`src/include/perf_counter_pkg.sv`:
```
// Purpose: shared constants and carriers for the event counter pairs
// Assumes: byte addresses inside one configuration-space function
// Notes: all reset values of the block are zero

package perf_counter_pkg;

  // counter geometry
  localparam int NUM_CTR = 3;
  localparam int CNT_W = 44;
  localparam int CNT_HI_W = CNT_W - 32;
  localparam int NUM_EVENTS = 64;
  localparam int EVT_IDX_W = 6;

  // register byte offsets in configuration space
  localparam logic [11:0] OFS_BOX_STATUS = 12'h0f8;
  localparam logic [11:0] OFS_BOX_CTL = 12'h0f4;
  localparam logic [11:0] OFS_CTL0 = 12'h0d8;
  localparam logic [11:0] CTL_STRIDE = 12'h004;
  localparam logic [11:0] OFS_CNT0_LO = 12'h0a0;
  localparam logic [11:0] CNT_STRIDE = 12'h008;
  localparam logic [11:0] CNT_HI_OFS = 12'h004;

  // box-wide control field positions
  localparam int BOX_HALT_BIT = 8;
  localparam int BOX_RST_CNT_BIT = 1;
  localparam int BOX_RST_CTL_BIT = 0;

  // control field positions used by the decoder
  localparam int CTL_CLEAR_BIT = 17;

  // bits of a control write that are kept (reserved bits 23, 21, 19, 16 and clear dropped)
  localparam logic [31:0] CTL_STORE_MASK = 32'hff54ffff;

  // reset values
  localparam logic [31:0] CTL_RESET = 32'h00000000;
  localparam logic [CNT_W-1:0] CNT_RESET = 44'h00000000000;
  localparam logic [NUM_CTR-1:0] FLAGS_RESET = 3'h0;

  // counter control register layout
  typedef struct packed {
    logic [7:0] threshold;
    logic rsv23;
    logic enable;
    logic rsv21;
    logic wrap_report_enable;
    logic ign19;
    logic edge_mode;
    logic clear;
    logic rsv16;
    logic [7:0] subevent_mask;
    logic [7:0] event_selector;
  } ctl_t;

  // one event source: per-cycle quantity and subevent hits
  typedef struct packed {
    logic [7:0] quantity;
    logic [7:0] subevents;
  } event_lane_t;

  // configuration access request
  typedef struct packed {
    logic valid;
    logic write;
    logic [11:0] addr;
    logic [31:0] wdata;
  } cfg_req_t;

  // configuration access answer
  typedef struct packed {
    logic ack;
    logic [31:0] rdata;
  } cfg_rsp_t;

endpackage

```
`src/verilog/event_counter_slice.sv`:
```
// Purpose: one 44-bit event counter with threshold and edge shaping
// Assumes: event quantity comes from logic on the same clock
// Notes: clear beats a write, a write beats counting

`timescale 1ns/10ps
`default_nettype none

module event_counter_slice
  import perf_counter_pkg::*;
(
  input wire logic clk_i,
  input wire logic reset_i,
  input wire ctl_t ctl_i,
  input wire logic [7:0] quantity_i,
  input wire logic halt_i,
  input wire logic clear_i,
  input wire logic wr_lo_i,
  input wire logic wr_hi_i,
  input wire logic [31:0] wdata_i,
  output logic [CNT_W-1:0] count_o,
  output logic wrap_o
);

  // all state of the slice
  typedef struct packed {
    logic [CNT_W-1:0] count;
    logic prev_active;
    logic wrap;
  } slice_state_t;

  slice_state_t s_q;
  slice_state_t s_d;
  logic active; // thresholded event seen
  logic [7:0] inc; // amount added this cycle
  logic run; // counting allowed
  logic [CNT_W:0] sum; // count plus increment with carry

  // shaping, increment and load priority
  always_comb begin
    if (ctl_i.threshold == 8'h00) begin
      active = (quantity_i != 8'h00);
    end else begin
      active = (quantity_i >= ctl_i.threshold);
    end
    if (ctl_i.edge_mode) begin
      inc = {7'h00, active & ~s_q.prev_active};
    end else if (ctl_i.threshold == 8'h00) begin
      inc = quantity_i;
    end else begin
      inc = {7'h00, active};
    end
    run = ctl_i.enable & ~halt_i;
    sum = {1'b0, s_q.count} + {{(CNT_W - 7){1'b0}}, inc};
    s_d = s_q;
    s_d.wrap = 1'b0;
    s_d.prev_active = active;
    if (clear_i) begin
      s_d.count = CNT_RESET;
    end else if (wr_lo_i) begin
      s_d.count[31:0] = wdata_i;
    end else if (wr_hi_i) begin
      s_d.count[CNT_W-1:32] = wdata_i[CNT_HI_W-1:0];
    end else if (run) begin
      s_d.count = sum[CNT_W-1:0];
      s_d.wrap = sum[CNT_W] & ctl_i.wrap_report_enable;
    end
  end

  // state register
  always_ff @(posedge clk_i) begin
    if (reset_i) begin
      s_q <= '0;
    end else begin
      s_q <= s_d;
    end
  end

  assign count_o = s_q.count;
  assign wrap_o = s_q.wrap;
endmodule

`default_nettype wire

```
`src/verilog/perf_event_counter_pair.sv`:
```
// Purpose: three counter/control pairs with box status and halt
// Assumes: event lanes and config port run on clk_i
// Notes: answers one cycle after each config access

`timescale 1ns/10ps
`default_nettype none

// What this block does
// - event selector picks the counted source
// - subevent mask picks contributing subevents
// - threshold byte held for quantity compare
// - level mode counts every asserted cycle
// - edge mode counts only rising transitions
// - reported wrap sets flag, sends message
// - global unit sets this agent's bit
// - clear bit zeroes counter, not kept
// - count is low 44 bits only
// - wrap is carry out of bit 43
// - counter wraps and keeps counting
// - count preloadable to freeze after N
// - counts readable while counting continues
// - status flags clear on writing one
// - box halt bit freezes all counters
// - up to eight bits added per cycle
module perf_event_counter_pair
  import perf_counter_pkg::*;
(
  input wire logic clk_i,
  input wire logic reset_i,
  input wire cfg_req_t cfg_i,
  input wire event_lane_t [NUM_EVENTS-1:0] event_lanes_i,
  input wire logic global_freeze_i,
  output cfg_rsp_t cfg_o,
  output logic link_wrap_request_o,
  output logic [NUM_CTR-1:0] wrap_flags_o
);

  // all state of the block
  typedef struct packed {
    ctl_t [NUM_CTR-1:0] ctl;
    logic halt;
    logic [NUM_CTR-1:0] flags;
    logic [31:0] rdata;
    logic ack;
    logic msg;
  } main_state_t;

  main_state_t s_q;
  main_state_t s_d;

  // per counter wires
  logic [NUM_CTR-1:0][CNT_W-1:0] counts; // live counts
  logic [NUM_CTR-1:0] wraps; // reported carry pulses
  logic [NUM_CTR-1:0] clear; // counter clear strobes
  logic [NUM_CTR-1:0] wr_lo; // low word loads
  logic [NUM_CTR-1:0] wr_hi; // high word loads
  logic halt_all; // freeze seen by every slice
  logic cfg_wr; // write access this cycle
  logic cfg_rd; // read access this cycle

  assign cfg_wr = cfg_i.valid & cfg_i.write;
  assign cfg_rd = cfg_i.valid & ~cfg_i.write;

  // local halt or global freeze stops all counting
  assign halt_all = s_q.halt | global_freeze_i;

  // counter strobes decoded from the config write
  always_comb begin
    clear = '0;
    wr_lo = '0;
    wr_hi = '0;
    for (int i = 0; i < NUM_CTR; i++) begin
      if (!cfg_wr) begin
        // nothing written this cycle
        clear[i] = 1'b0;
      end else if (cfg_i.addr == OFS_CTL0 + 12'(i) * CTL_STRIDE) begin
        // clear bit acts once and is dropped
        clear[i] = cfg_i.wdata[CTL_CLEAR_BIT];
      end else if (cfg_i.addr == OFS_CNT0_LO + 12'(i) * CNT_STRIDE) begin
        // low word of the count
        wr_lo[i] = 1'b1;
      end else if (cfg_i.addr ==
                   OFS_CNT0_LO + 12'(i) * CNT_STRIDE + CNT_HI_OFS) begin
        // high word, upper bits ignored in the slice
        wr_hi[i] = 1'b1;
      end else if (cfg_i.addr == OFS_BOX_CTL) begin
        // box-wide counter reset
        clear[i] = cfg_i.wdata[BOX_RST_CNT_BIT];
      end
    end
  end

  // one counter slice per pair
  for (genvar g = 0; g < NUM_CTR; g++) begin : g_ctr
    event_lane_t picked; // lane chosen by the selector
    logic [7:0] qual_qty; // quantity after subevent gating

    // event and subevent selection
    always_comb begin
      if (s_q.ctl[g].event_selector[7:EVT_IDX_W] != '0) begin
        // codes past the last source count nothing
        picked = '0;
      end else begin
        picked = event_lanes_i[s_q.ctl[g].event_selector[EVT_IDX_W-1:0]];
      end
      if (s_q.ctl[g].subevent_mask == 8'h00) begin
        // no mask: whole event counts
        qual_qty = picked.quantity;
      end else if ((picked.subevents & s_q.ctl[g].subevent_mask)
                   != 8'h00) begin
        // a masked subevent fired
        qual_qty = picked.quantity;
      end else begin
        // unselected subevents only
        qual_qty = 8'h00;
      end
    end

    event_counter_slice u_slice (
      .clk_i(clk_i),
      .reset_i(reset_i),
      .ctl_i(s_q.ctl[g]),
      .quantity_i(qual_qty),
      .halt_i(halt_all),
      .clear_i(clear[g]),
      .wr_lo_i(wr_lo[g]),
      .wr_hi_i(wr_hi[g]),
      .wdata_i(cfg_i.wdata),
      .count_o(counts[g]),
      .wrap_o(wraps[g])
    );
  end

  // register writes, status flags and read answer
  always_comb begin
    s_d = s_q;
    s_d.ack = cfg_i.valid;
    s_d.rdata = 32'h00000000;
    // one message for any reported wrap
    s_d.msg = |wraps;

    if (cfg_wr) begin
      if (cfg_i.addr == OFS_BOX_STATUS) begin
        // write one to clear each flag
        s_d.flags = s_q.flags & ~cfg_i.wdata[NUM_CTR-1:0];
      end else if (cfg_i.addr == OFS_BOX_CTL) begin
        // halt level and control reset
        s_d.halt = cfg_i.wdata[BOX_HALT_BIT];
        if (cfg_i.wdata[BOX_RST_CTL_BIT]) begin
          s_d.ctl = '0;
        end
      end else begin
        // per-counter control writes
        for (int i = 0; i < NUM_CTR; i++) begin
          if (cfg_i.addr == OFS_CTL0 + 12'(i) * CTL_STRIDE) begin
            // reserved bits 23, 21, 19, 16 and the clear bit never stored
            s_d.ctl[i] = ctl_t'(cfg_i.wdata & CTL_STORE_MASK);
          end
        end
      end
    end

    // a new wrap wins over a clear in the same cycle
    s_d.flags = s_d.flags | wraps;

    if (cfg_rd) begin
      if (cfg_i.addr == OFS_BOX_STATUS) begin
        // sticky wrap flags, upper bits zero
        s_d.rdata = {{(32 - NUM_CTR){1'b0}}, s_q.flags};
      end else if (cfg_i.addr == OFS_BOX_CTL) begin
        // box control is write-only
        s_d.rdata = 32'h00000000;
      end else begin
        for (int i = 0; i < NUM_CTR; i++) begin
          if (cfg_i.addr == OFS_CTL0 + 12'(i) * CTL_STRIDE) begin
            // stored control fields
            s_d.rdata = 32'(s_q.ctl[i]);
          end else if (cfg_i.addr == OFS_CNT0_LO + 12'(i) * CNT_STRIDE) begin
            // low count word, read while counting
            s_d.rdata = counts[i][31:0];
          end else if (cfg_i.addr ==
                       OFS_CNT0_LO + 12'(i) * CNT_STRIDE + CNT_HI_OFS) begin
            // high count word, ignored bits zero
            s_d.rdata = {{(64 - CNT_W){1'b0}}, counts[i][CNT_W-1:32]};
          end
        end
      end
    end
  end

  // state register
  always_ff @(posedge clk_i) begin
    if (reset_i) begin
      s_q <= '0;
    end else begin
      s_q <= s_d;
    end
  end

  // outputs straight from flops
  assign cfg_o.ack = s_q.ack;
  assign cfg_o.rdata = s_q.rdata;
  assign link_wrap_request_o = s_q.msg;
  assign wrap_flags_o = s_q.flags;
endmodule

`default_nettype wire

```
`config.mk`:
```
export PLATFORM = sky130hd
export DESIGN_NAME = perf_event_counter_pair
export DESIGN_NICKNAME = d
export VERILOG_FILES = /design/src/include/perf_counter_pkg.sv /design/src/verilog/event_counter_slice.sv /design/src/verilog/perf_event_counter_pair.sv
export SDC_FILE = /design/constraint.sdc
export NUM_CORES = 2
export LEC_CHECK = 0
export BUFFER_PORTS_ARGS = -buffer_cell sky130_fd_sc_hd__buf_2
export CAP_MARGIN = 20
export CORE_AREA = 5 5 434 436
export CTS_CLUSTER_SIZE = 25
export DETAILED_ROUTE_END_ITERATION = 6
export DIE_AREA = 0 0 439 441
export GPL_TIMING_DRIVEN = 1
export SETUP_SLACK_MARGIN = 0.2
export SLEW_MARGIN = 0
export SYNTH_ARGS = -nofsm -noshare
export SYNTH_HDL_FRONTEND = slang
export SYNTH_SLANG_ARGS = --single-unit
```
`constraint.sdc`:
```
create_clock -name clk_i -period 8.5 [get_ports clk_i]
set_clock_uncertainty 0.05 [all_clocks]
set_input_delay 2.125 -clock clk_i [delete_from_list [all_inputs] [get_ports clk_i]]
set_output_delay 2.125 -clock clk_i [all_outputs]
set_load 0.01 [all_outputs]
```
=== Word-level counts from Yosys, hierarchy flattened ===
Cells that the tools add are included.

* $add $sub $neg: 3
* Magnitude comparators: 6
* Eq/ne operators: 15
* Multiplexer cells: 88
* Bitwise logic cells: 31
* Reductions and logical operators: 43

{| class="wikitable"
|+ Operator list
! operator !! number
|-
| $mux W32 || 17
|-
| $bmux W16 S6 || 3
|-
| $mux W96 || 2
|-
| $add A44 B8 Y45 || 3
|-
| $eq A12 B8 Y1 const B || 11
|-
| $mux W44 || 3
|-
| $mux W16 || 6
|-
| $mux W8 || 12
|-
| $logic_not A8 Y1 || 6
|-
| $mux W12 || 4
|-
| $reduce_bool A8 Y1 || 6
|-
| $mux W1 || 37
|-
| $and A8 B8 Y8 || 3
|-
| $ge A8 B8 Y1 || 3
|-
| $reduce_bool A2 Y1 || 12
|-
| $lt A6 B7 Y1 const B || 3
|-
| $reduce_or A5 Y1 || 3
|-
| $not A1 Y1 || 13
|-
| $mux W3 || 4
|-
| $reduce_and A2 Y1 || 6
|-
| $reduce_and A4 Y1 || 3
|-
| $and A1 B1 Y1 || 11
|-
| $reduce_or A2 Y1 || 4
|-
| $ne A2 B1 Y1 const B || 3
|-
| 8 further kinds || 8
|}

* Register bits after elaboration: 272
* Input bits: 1073
* Output and inout bits: 37
* Logic and storage cells: 237

=== Depth between registers and ports, before layout ===
* Depth after elaboration: 15
* Gate-level depth with buffers: 39
* Depth with buffers taken out: 34

=== By module ===
Synthesis repeated with hierarchy kept, for this count alone.

* Cell total of the unflattened synthesis: 3874
* Area total of the unflattened synthesis: 41732.5 sq um

{| class="wikitable"
|+ Modules (own cells, without submodules)
! module !! instances !! cells an instance !! area an instance (sq um) !! seq. area each (sq um)
|-
| perf_event_counter_pair || 1 || 2469 || 30943.4 || 2382.3
|-
| event_counter_slice (g_ctr[0].u_slice ...) || 2 || 469 || 3579.7 || 920.9
|-
| event_counter_slice (g_ctr[2].u_slice) || 1 || 467 || 3629.7 || 920.9
|}

=== Least setup slack after synthesis ===
OpenSTA, ideal clock, no wires.

* Kind: input -> register
* From: input event_lanes_i[182] (netlist name)
* To: register g_ctr[0].u_slice.s_q, in the netlist g_ctr[0].u_slice.count_o[34]
* Setup time: 0.074 ns
* Arrival: 8.198 ns
* Required time: 8.376 ns
* Setup slack: 0.178 ns
* Stages: 33
* Buffers on the path: 2
* Cells stage by stage: mux4_2 mux4_2 and3_1 a21oi_1 o211ai_1 nor3_1 nand4_1 o21ai_0 buf_4 nor2_1 ha_1 a21o_1 a21o_1 a21o_1 a21oi_1 nor2b_1 o211ai_1 nand4b_1 nand3_1 o32ai_1 ha_1 inv_1 fa_1 nor2b_1 o21ai_0 a21boi_0 o21ai_0 a21boi_0 o21ai_0 a211o_1 clkbuf_1 or4_1 a31oi_1

* Word-level cells in the longest chain between the ends: 14
* Elaborated cells between the ends (all ways): 16
* Classes of those cells: 1 x add/sub; 1 x order compare; 10 x mux; 2 x bitwise; 2 x reduce/logical

{| class="wikitable"
|+ Ends and longest elaborated chain
! element !! line !! text
|-
| from (decl) || perf_event_counter_pair.sv:31 || <nowiki>input wire event_lane_t [NUM_EVENTS-1:0] event_lanes_i,</nowiki>
|-
| $bmux W16 S6 * || perf_event_counter_pair.sv:104 || <nowiki>picked = event_lanes_i[s_q.ctl[g].event_selector[EVT_IDX_W-1:0]];</nowiki>
|-
| $mux W16 (implied by the code) * || perf_event_counter_pair.sv:104 ||
|-
| $mux W16 * || perf_event_counter_pair.sv:100 || <nowiki>if (s_q.ctl[g].event_selector[7:EVT_IDX_W] != '0) begin</nowiki>
|-
| $and A8 B8 Y8 * || perf_event_counter_pair.sv:109 || <nowiki>end else if ((picked.subevents & s_q.ctl[g].subevent_mask)</nowiki>
|-
| $reduce_bool A8 Y1 * || perf_event_counter_pair.sv:109 ||
|-
| $mux W8 * || perf_event_counter_pair.sv:109 ||
|-
| $mux W8 * || perf_event_counter_pair.sv:106 || <nowiki>if (s_q.ctl[g].subevent_mask == 8'h00) begin</nowiki>
|-
| $ge A8 B8 Y1 or $reduce_bool A8 Y1 (tied branches) || event_counter_slice.sv:43, event_counter_slice.sv:41 ||
|-
| $mux W1 || event_counter_slice.sv:40 || <nowiki>if (ctl_i.threshold == 8'h00) begin</nowiki>
|-
| $mux W8 or $and A1 B1 Y1 (tied branches) || event_counter_slice.sv:47, event_counter_slice.sv:46 ||
|-
| $mux W8 * || event_counter_slice.sv:45 || <nowiki>if (ctl_i.edge_mode) begin</nowiki>
|-
| $add A44 B8 Y45 * || event_counter_slice.sv:53 || <nowiki>sum = {1'b0, s_q.count} + {{(CNT_W - 7){1'b0}}, inc};</nowiki>
|-
| $mux W44 * || event_counter_slice.sv:63 || <nowiki>end else if (run) begin</nowiki>
|-
| $mux W12 * || event_counter_slice.sv:61 || <nowiki>end else if (wr_hi_i) begin</nowiki>
|-
| to (signal assigned) || event_counter_slice.sv:72 || <nowiki>s_q <= '0;</nowiki>
|-
| to (signal assigned) || event_counter_slice.sv:74 || <nowiki>s_q <= s_d;</nowiki>
|-
| to (decl) || event_counter_slice.sv:31 || <nowiki>slice_state_t s_q;</nowiki>
|}

Mark *: on every way between the ends. The rest lies on a longest branch, timed or not. The select of a mux whose other input is x is not followed.
A chain may end at the register's enable or synchronous reset.

=== Worst setup path after layout ===
* From: input event_lanes_i[149] (netlist name)
* To: register g_ctr[2].u_slice.s_q, in the netlist g_ctr[2].u_slice.count_o[30]

* Word-level cells in the longest chain between the ends: 15
* Elaborated cells between the ends (all ways): 17
* Classes of those cells: 1 x add/sub; 1 x order compare; 11 x mux; 2 x bitwise; 2 x reduce/logical

{| class="wikitable"
|+ Ends and longest elaborated chain
! element !! line !! text
|-
| $bmux W16 S6 * || perf_event_counter_pair.sv:104 ||
|-
| $mux W16 (implied by the code) * || perf_event_counter_pair.sv:104 ||
|-
| $mux W16 * || perf_event_counter_pair.sv:100 ||
|-
| $and A8 B8 Y8 * || perf_event_counter_pair.sv:109 ||
|-
| $reduce_bool A8 Y1 * || perf_event_counter_pair.sv:109 ||
|-
| $mux W8 * || perf_event_counter_pair.sv:109 ||
|-
| $mux W8 * || perf_event_counter_pair.sv:106 ||
|-
| $ge A8 B8 Y1 or $reduce_bool A8 Y1 (tied branches) || event_counter_slice.sv:43, event_counter_slice.sv:41 ||
|-
| $mux W1 || event_counter_slice.sv:40 ||
|-
| $mux W8 or $and A1 B1 Y1 (tied branches) || event_counter_slice.sv:47, event_counter_slice.sv:46 ||
|-
| $mux W8 * || event_counter_slice.sv:45 ||
|-
| $add A44 B8 Y45 * || event_counter_slice.sv:53 ||
|-
| $mux W44 * || event_counter_slice.sv:63 ||
|-
| $mux W32 * || event_counter_slice.sv:61 ||
|-
| $mux W32 * || event_counter_slice.sv:59 || <nowiki>end else if (wr_lo_i) begin</nowiki>
|-
| to (signal assigned) || event_counter_slice.sv:72 ||
|-
| to (signal assigned) || event_counter_slice.sv:74 ||
|-
| to (decl) || event_counter_slice.sv:31 ||
|}

Marked as above.

==> metrics.md <==
| Metric | Value |
|---|---|
| Status | complete, but fails checks |
| Violations in the final reports | DRC |
| Worst EP required | 8.90 ns |
| Post-detailed-route wirelength per cell | 37.1 um |
| Cell count of the worst reg-to-reg path | 35 |
| Die extent in y | 441 um |
| Vias in the first global route | 43,700 |
| Post-synth EDFFs | 0 |
| Largest vdd supply drop | 0.000157 V |
| Most prevalent standard cell on the critical path | sky130_fd_sc_hd__a21o_1 |
| Skew-Pair Late Insertion Delay | 0.63 ns |
| Routability cong. | 0.985 |
| Largest cells by area after synthesis | sky130_fd_sc_hd__mux4_2 47%, sky130_fd_sc_hd__dfxtp_1 13%, sky130_fd_sc_hd__nand2_1 3.1% |
| Number of buffers created by CTS | 31 |
| Clock tree root buffer cell | sky130_fd_sc_hd__clkbuf_16 |
| Clock transition at path regs | 0.07 ns |
| Max Freq | 0.123 GHz |
| Max Buffers Root-to-Sink | 3 |
| Cell depth of the worst hold path | 2 |
| Slew at the pin with the worst max-slew slack | 1.33 ns |
| Vias/cell | 6.13 |
| Count of cell types in the netlist | 81 |
| Htree depth | 1 |
| Capturing element type of the critical path | flop |
| Highest net fanout along the worst path | 5 |
| Number of failing hold endpoints at the final stage | 0 |
| Number of antenna violations at the first check in global routing | 221 |
| Yosys top cell area share | 0.474 |
| Post-synthesis async set-or-reset flop share | 0 |
| Final Slew Violations | 0 |
| Post-synthesis cell area | 40,000 sq um |
| Fill cell total of the finished layout | 19,600 |
| Area of the core | 184,000 sq um |
| Post-CTS Hold Buffers | 0 |
| Die footprint | 194,000 sq um |
| Endpoints failing setup | 0 |
| Vias post-DR | 45,900 |
| Path category of the worst min-delay check | flop to flop |
| Total routed wirelength | 278,000 um |
| Starting Density | 0.217 |
| Final standard cell area without fillers | 51,800 sq um |
| Cell area after placement | 50,200 sq um |
| Iter 0 DRT Violations | 7,124 |
| Sequential cell area fraction in the yosys report | 0.129 |
| Clock tree from TritonCTS | built |
| Post-route DRC violation count | 1 |
| Most used flip-flop cell after synthesis | sky130_fd_sc_hd__dfxtp_1 |
| CP Launch Type | input port |
| Synthesized instance count | 3,723 |
| Number of synthesis warnings | 0 |
| Number of placement rows | 158 |
| Fin crit share | 0.955 |
| Pin count of the biggest net entering global routing | 103 |
| Minimum clock period | 8.12 ns |
| Slowest CP cell | sky130_fd_sc_hd__mux4_2 |
| Global-route total usage across every layer | 0.273 |
| Antenna-violating nets left | 0 |
| Horizontal die dimension | 439 um |
| Count of maximum capacitance violations | 0 |
| Count of state elements after synthesis | 257 |
| Power density over the cells | 69.9 nW/um^2 |
| First drt pass iteration count | 7 |
| Clock sink count | 257 |
| Global-route wire length before repair | 371,000 um |
| Count of port buffers added during placement | 1,109 |
| Boundary Pins | 1,110 |
| Area growth from synthesis to final layout | 29.6% |
| Cell leakage power | 17.8 nW |
| Grt ovf | 0 |
| Dominant cell type by area after synthesis | sky130_fd_sc_hd__mux4_2 |
| Layout cells sized above 1 | 0.531 |
| Syn_nets | 4,847 |
| Final net count | 5,999 |
| Worst stage delay on the critical path | 0.46 ns |
| Data arrival time of the critical path | 8.52 ns |
| Classification of the worst setup path | input port to flop |
| RSZ-0062 raised after global routing | true |
| Rel. slew slack | 0.112 |
| Mean area per synthesized cell | 10.7 sq um |
| Final core utilization | 0.281 |
| Placed wire-length estimate | 228,000 um |
-- worst paths after layout --
kind	startpoint	endpoint	slack, ns
max reg2reg	s_q[102]	g_ctr[2].u_slice.count_o[20]	0.69
min reg2reg	s_q[76]	s_q[76]	0.42
max	event_lanes_i[149]	g_ctr[2].u_slice.count_o[30]	0.38
min	s_q[76]	s_q[76]	0.42
-- placed cells by master, fill, tap and decap left out, types with 21 or more instances in the layout --
cell type and instances:
sky130_fd_sc_hd__buf_2 1109, sky130_fd_sc_hd__mux4_2 843, sky130_fd_sc_hd__buf_4 425, sky130_fd_sc_hd__nand2_1 329
sky130_fd_sc_hd__dfxtp_1 239, sky130_fd_sc_hd__a21oi_1 224, sky130_fd_sc_hd__nor2_1 205, sky130_fd_sc_hd__nand3_1 158
sky130_fd_sc_hd__diode_2 119, sky130_fd_sc_hd__o21ai_0 110, sky130_fd_sc_hd__mux2i_1 93, sky130_fd_sc_hd__a22oi_1 72
sky130_fd_sc_hd__inv_1 64, sky130_fd_sc_hd__a31oi_1 64, sky130_fd_sc_hd__a211oi_1 51, sky130_fd_sc_hd__nor3_1 50
sky130_fd_sc_hd__a221oi_1 50, sky130_fd_sc_hd__and3_1 48, sky130_fd_sc_hd__ha_1 46, sky130_fd_sc_hd__nand4_1 43
sky130_fd_sc_hd__nor4_1 32, sky130_fd_sc_hd__clkbuf_16 31, sky130_fd_sc_hd__nor2b_1 30, sky130_fd_sc_hd__o211ai_1 30
sky130_fd_sc_hd__xnor2_1 27, sky130_fd_sc_hd__o22ai_1 25, sky130_fd_sc_hd__buf_12 25, sky130_fd_sc_hd__a21o_1 21
-- flip-flops by register name, indices dropped and copies added (netlist names) --
name	count
g_ctr.u_slice.count_o	132
s_q	82
cfg_o	33
g_ctr.u_slice.s_q	3
g_ctr.u_slice.wrap_o	3
wrap_flags_o	3
link_wrap_request_o	1
-- per-stage QoR --
| step | total power (W) | hold WS [ns] | worst slack [ns] | TNS [ns] | instances |
|---|---|---|---|---|---|
| floorplan | 0.00165 | 0.388 | 0.306 | 0 | 3723 |
| global placement | 0.00226 | 0.402 | -0.786 | -44.27 | 7311 |
| detailed placement | 0.00229 | 0.416 | -0.807 | -47.04 | 7312 |
| CTS | 0.00360 | 0.424 | 0.185 | 0 | 7373 |
| global route | 0.00372 | 0.450 | 0.106 | 0 | 7470 |
| finish | 0.00362 | 0.422 | 0.381 | 0 | 7498 |
-- layout make-up --
class	instances	area [sq um]	area share
multi-input cells	2949	32700	0.630
repair buffers	1565	9310	0.180
flip-flops and latches	257	5200	0.100
well taps	2480	3100	0.0599
clock buffers	46	912	0.0176
diodes	119	298	0.00575
inverters	71	274	0.00529
clock inverters	11	72.6	0.00140
-- where the power goes --
part,total (W),internal [W],switching [W],leakage [nW]
registers,0.00120,0.00120,0.000000836,2.08
clock network,0.00132,0.000740,0.000582,0.494
logic,0.00110,0.000572,0.000528,15.2
-- kinds of logic (layout without fill, tap and decap cells) --
kind of cell,after synthesis,count (layout),share of synthesized area
simple gates,1032,1032,0.123
flops,257,257,0.129
buf+inv,517,1693,0.0647
xor+xnor,46,46,0.0101
compound gates,846,846,0.141
mux,974,974,0.517
fa+ha+maj,51,51,0.0165
other cells,0,119,0
-- synth_stat cells, drive strengths merged, types with 10 or more instances --
cell	n
nor2b	36
a22o	16
mux2i	95
nor4	38
inv	68
mux4	864
nand2	333
nor2	212
a22oi	72
o21a	10
a21o	21
clkbuf	199
mux2	15
and2	25
nand4	43
or4	13
a21oi	236
and3	48
a222oi	14
a221oi	52
nor3	55
buf	247
o211ai	31
o22ai	25
xnor2	27
o21ai	132
or2	11
xor2	19
nand3	161
a32oi	15
ha	48
a31oi	64
or3	13
a211oi	59
dfxtp	257
nand2b	13
-- critical path: cells and delay by family --
family | cells | cell delay [ns]
compound gates | 18 | 2.82
buf+inv | 9 | 1.22
simple gates | 8 | 1.18
fa+ha+maj | 3 | 0.61
mux | 2 | 0.55
-- per-layer routing --
metal / global-route usage / part of all wire
met5: 0 / 0.0024
met4: 0.165 / 0.077
met3: 0.0859 / 0.12
met2: 0.429 / 0.45
met1: 0.326 / 0.35
-- repair_timing --
action / CTS / global route
endpoints found under the setup margin: 67 / 104
setup buffers: 3 / 6
cloned: 1 / 0
pin swaps: 11 / 51
gates resized for setup: 22 / 69
No activity file was read; power rests on OpenSTA's default activity.
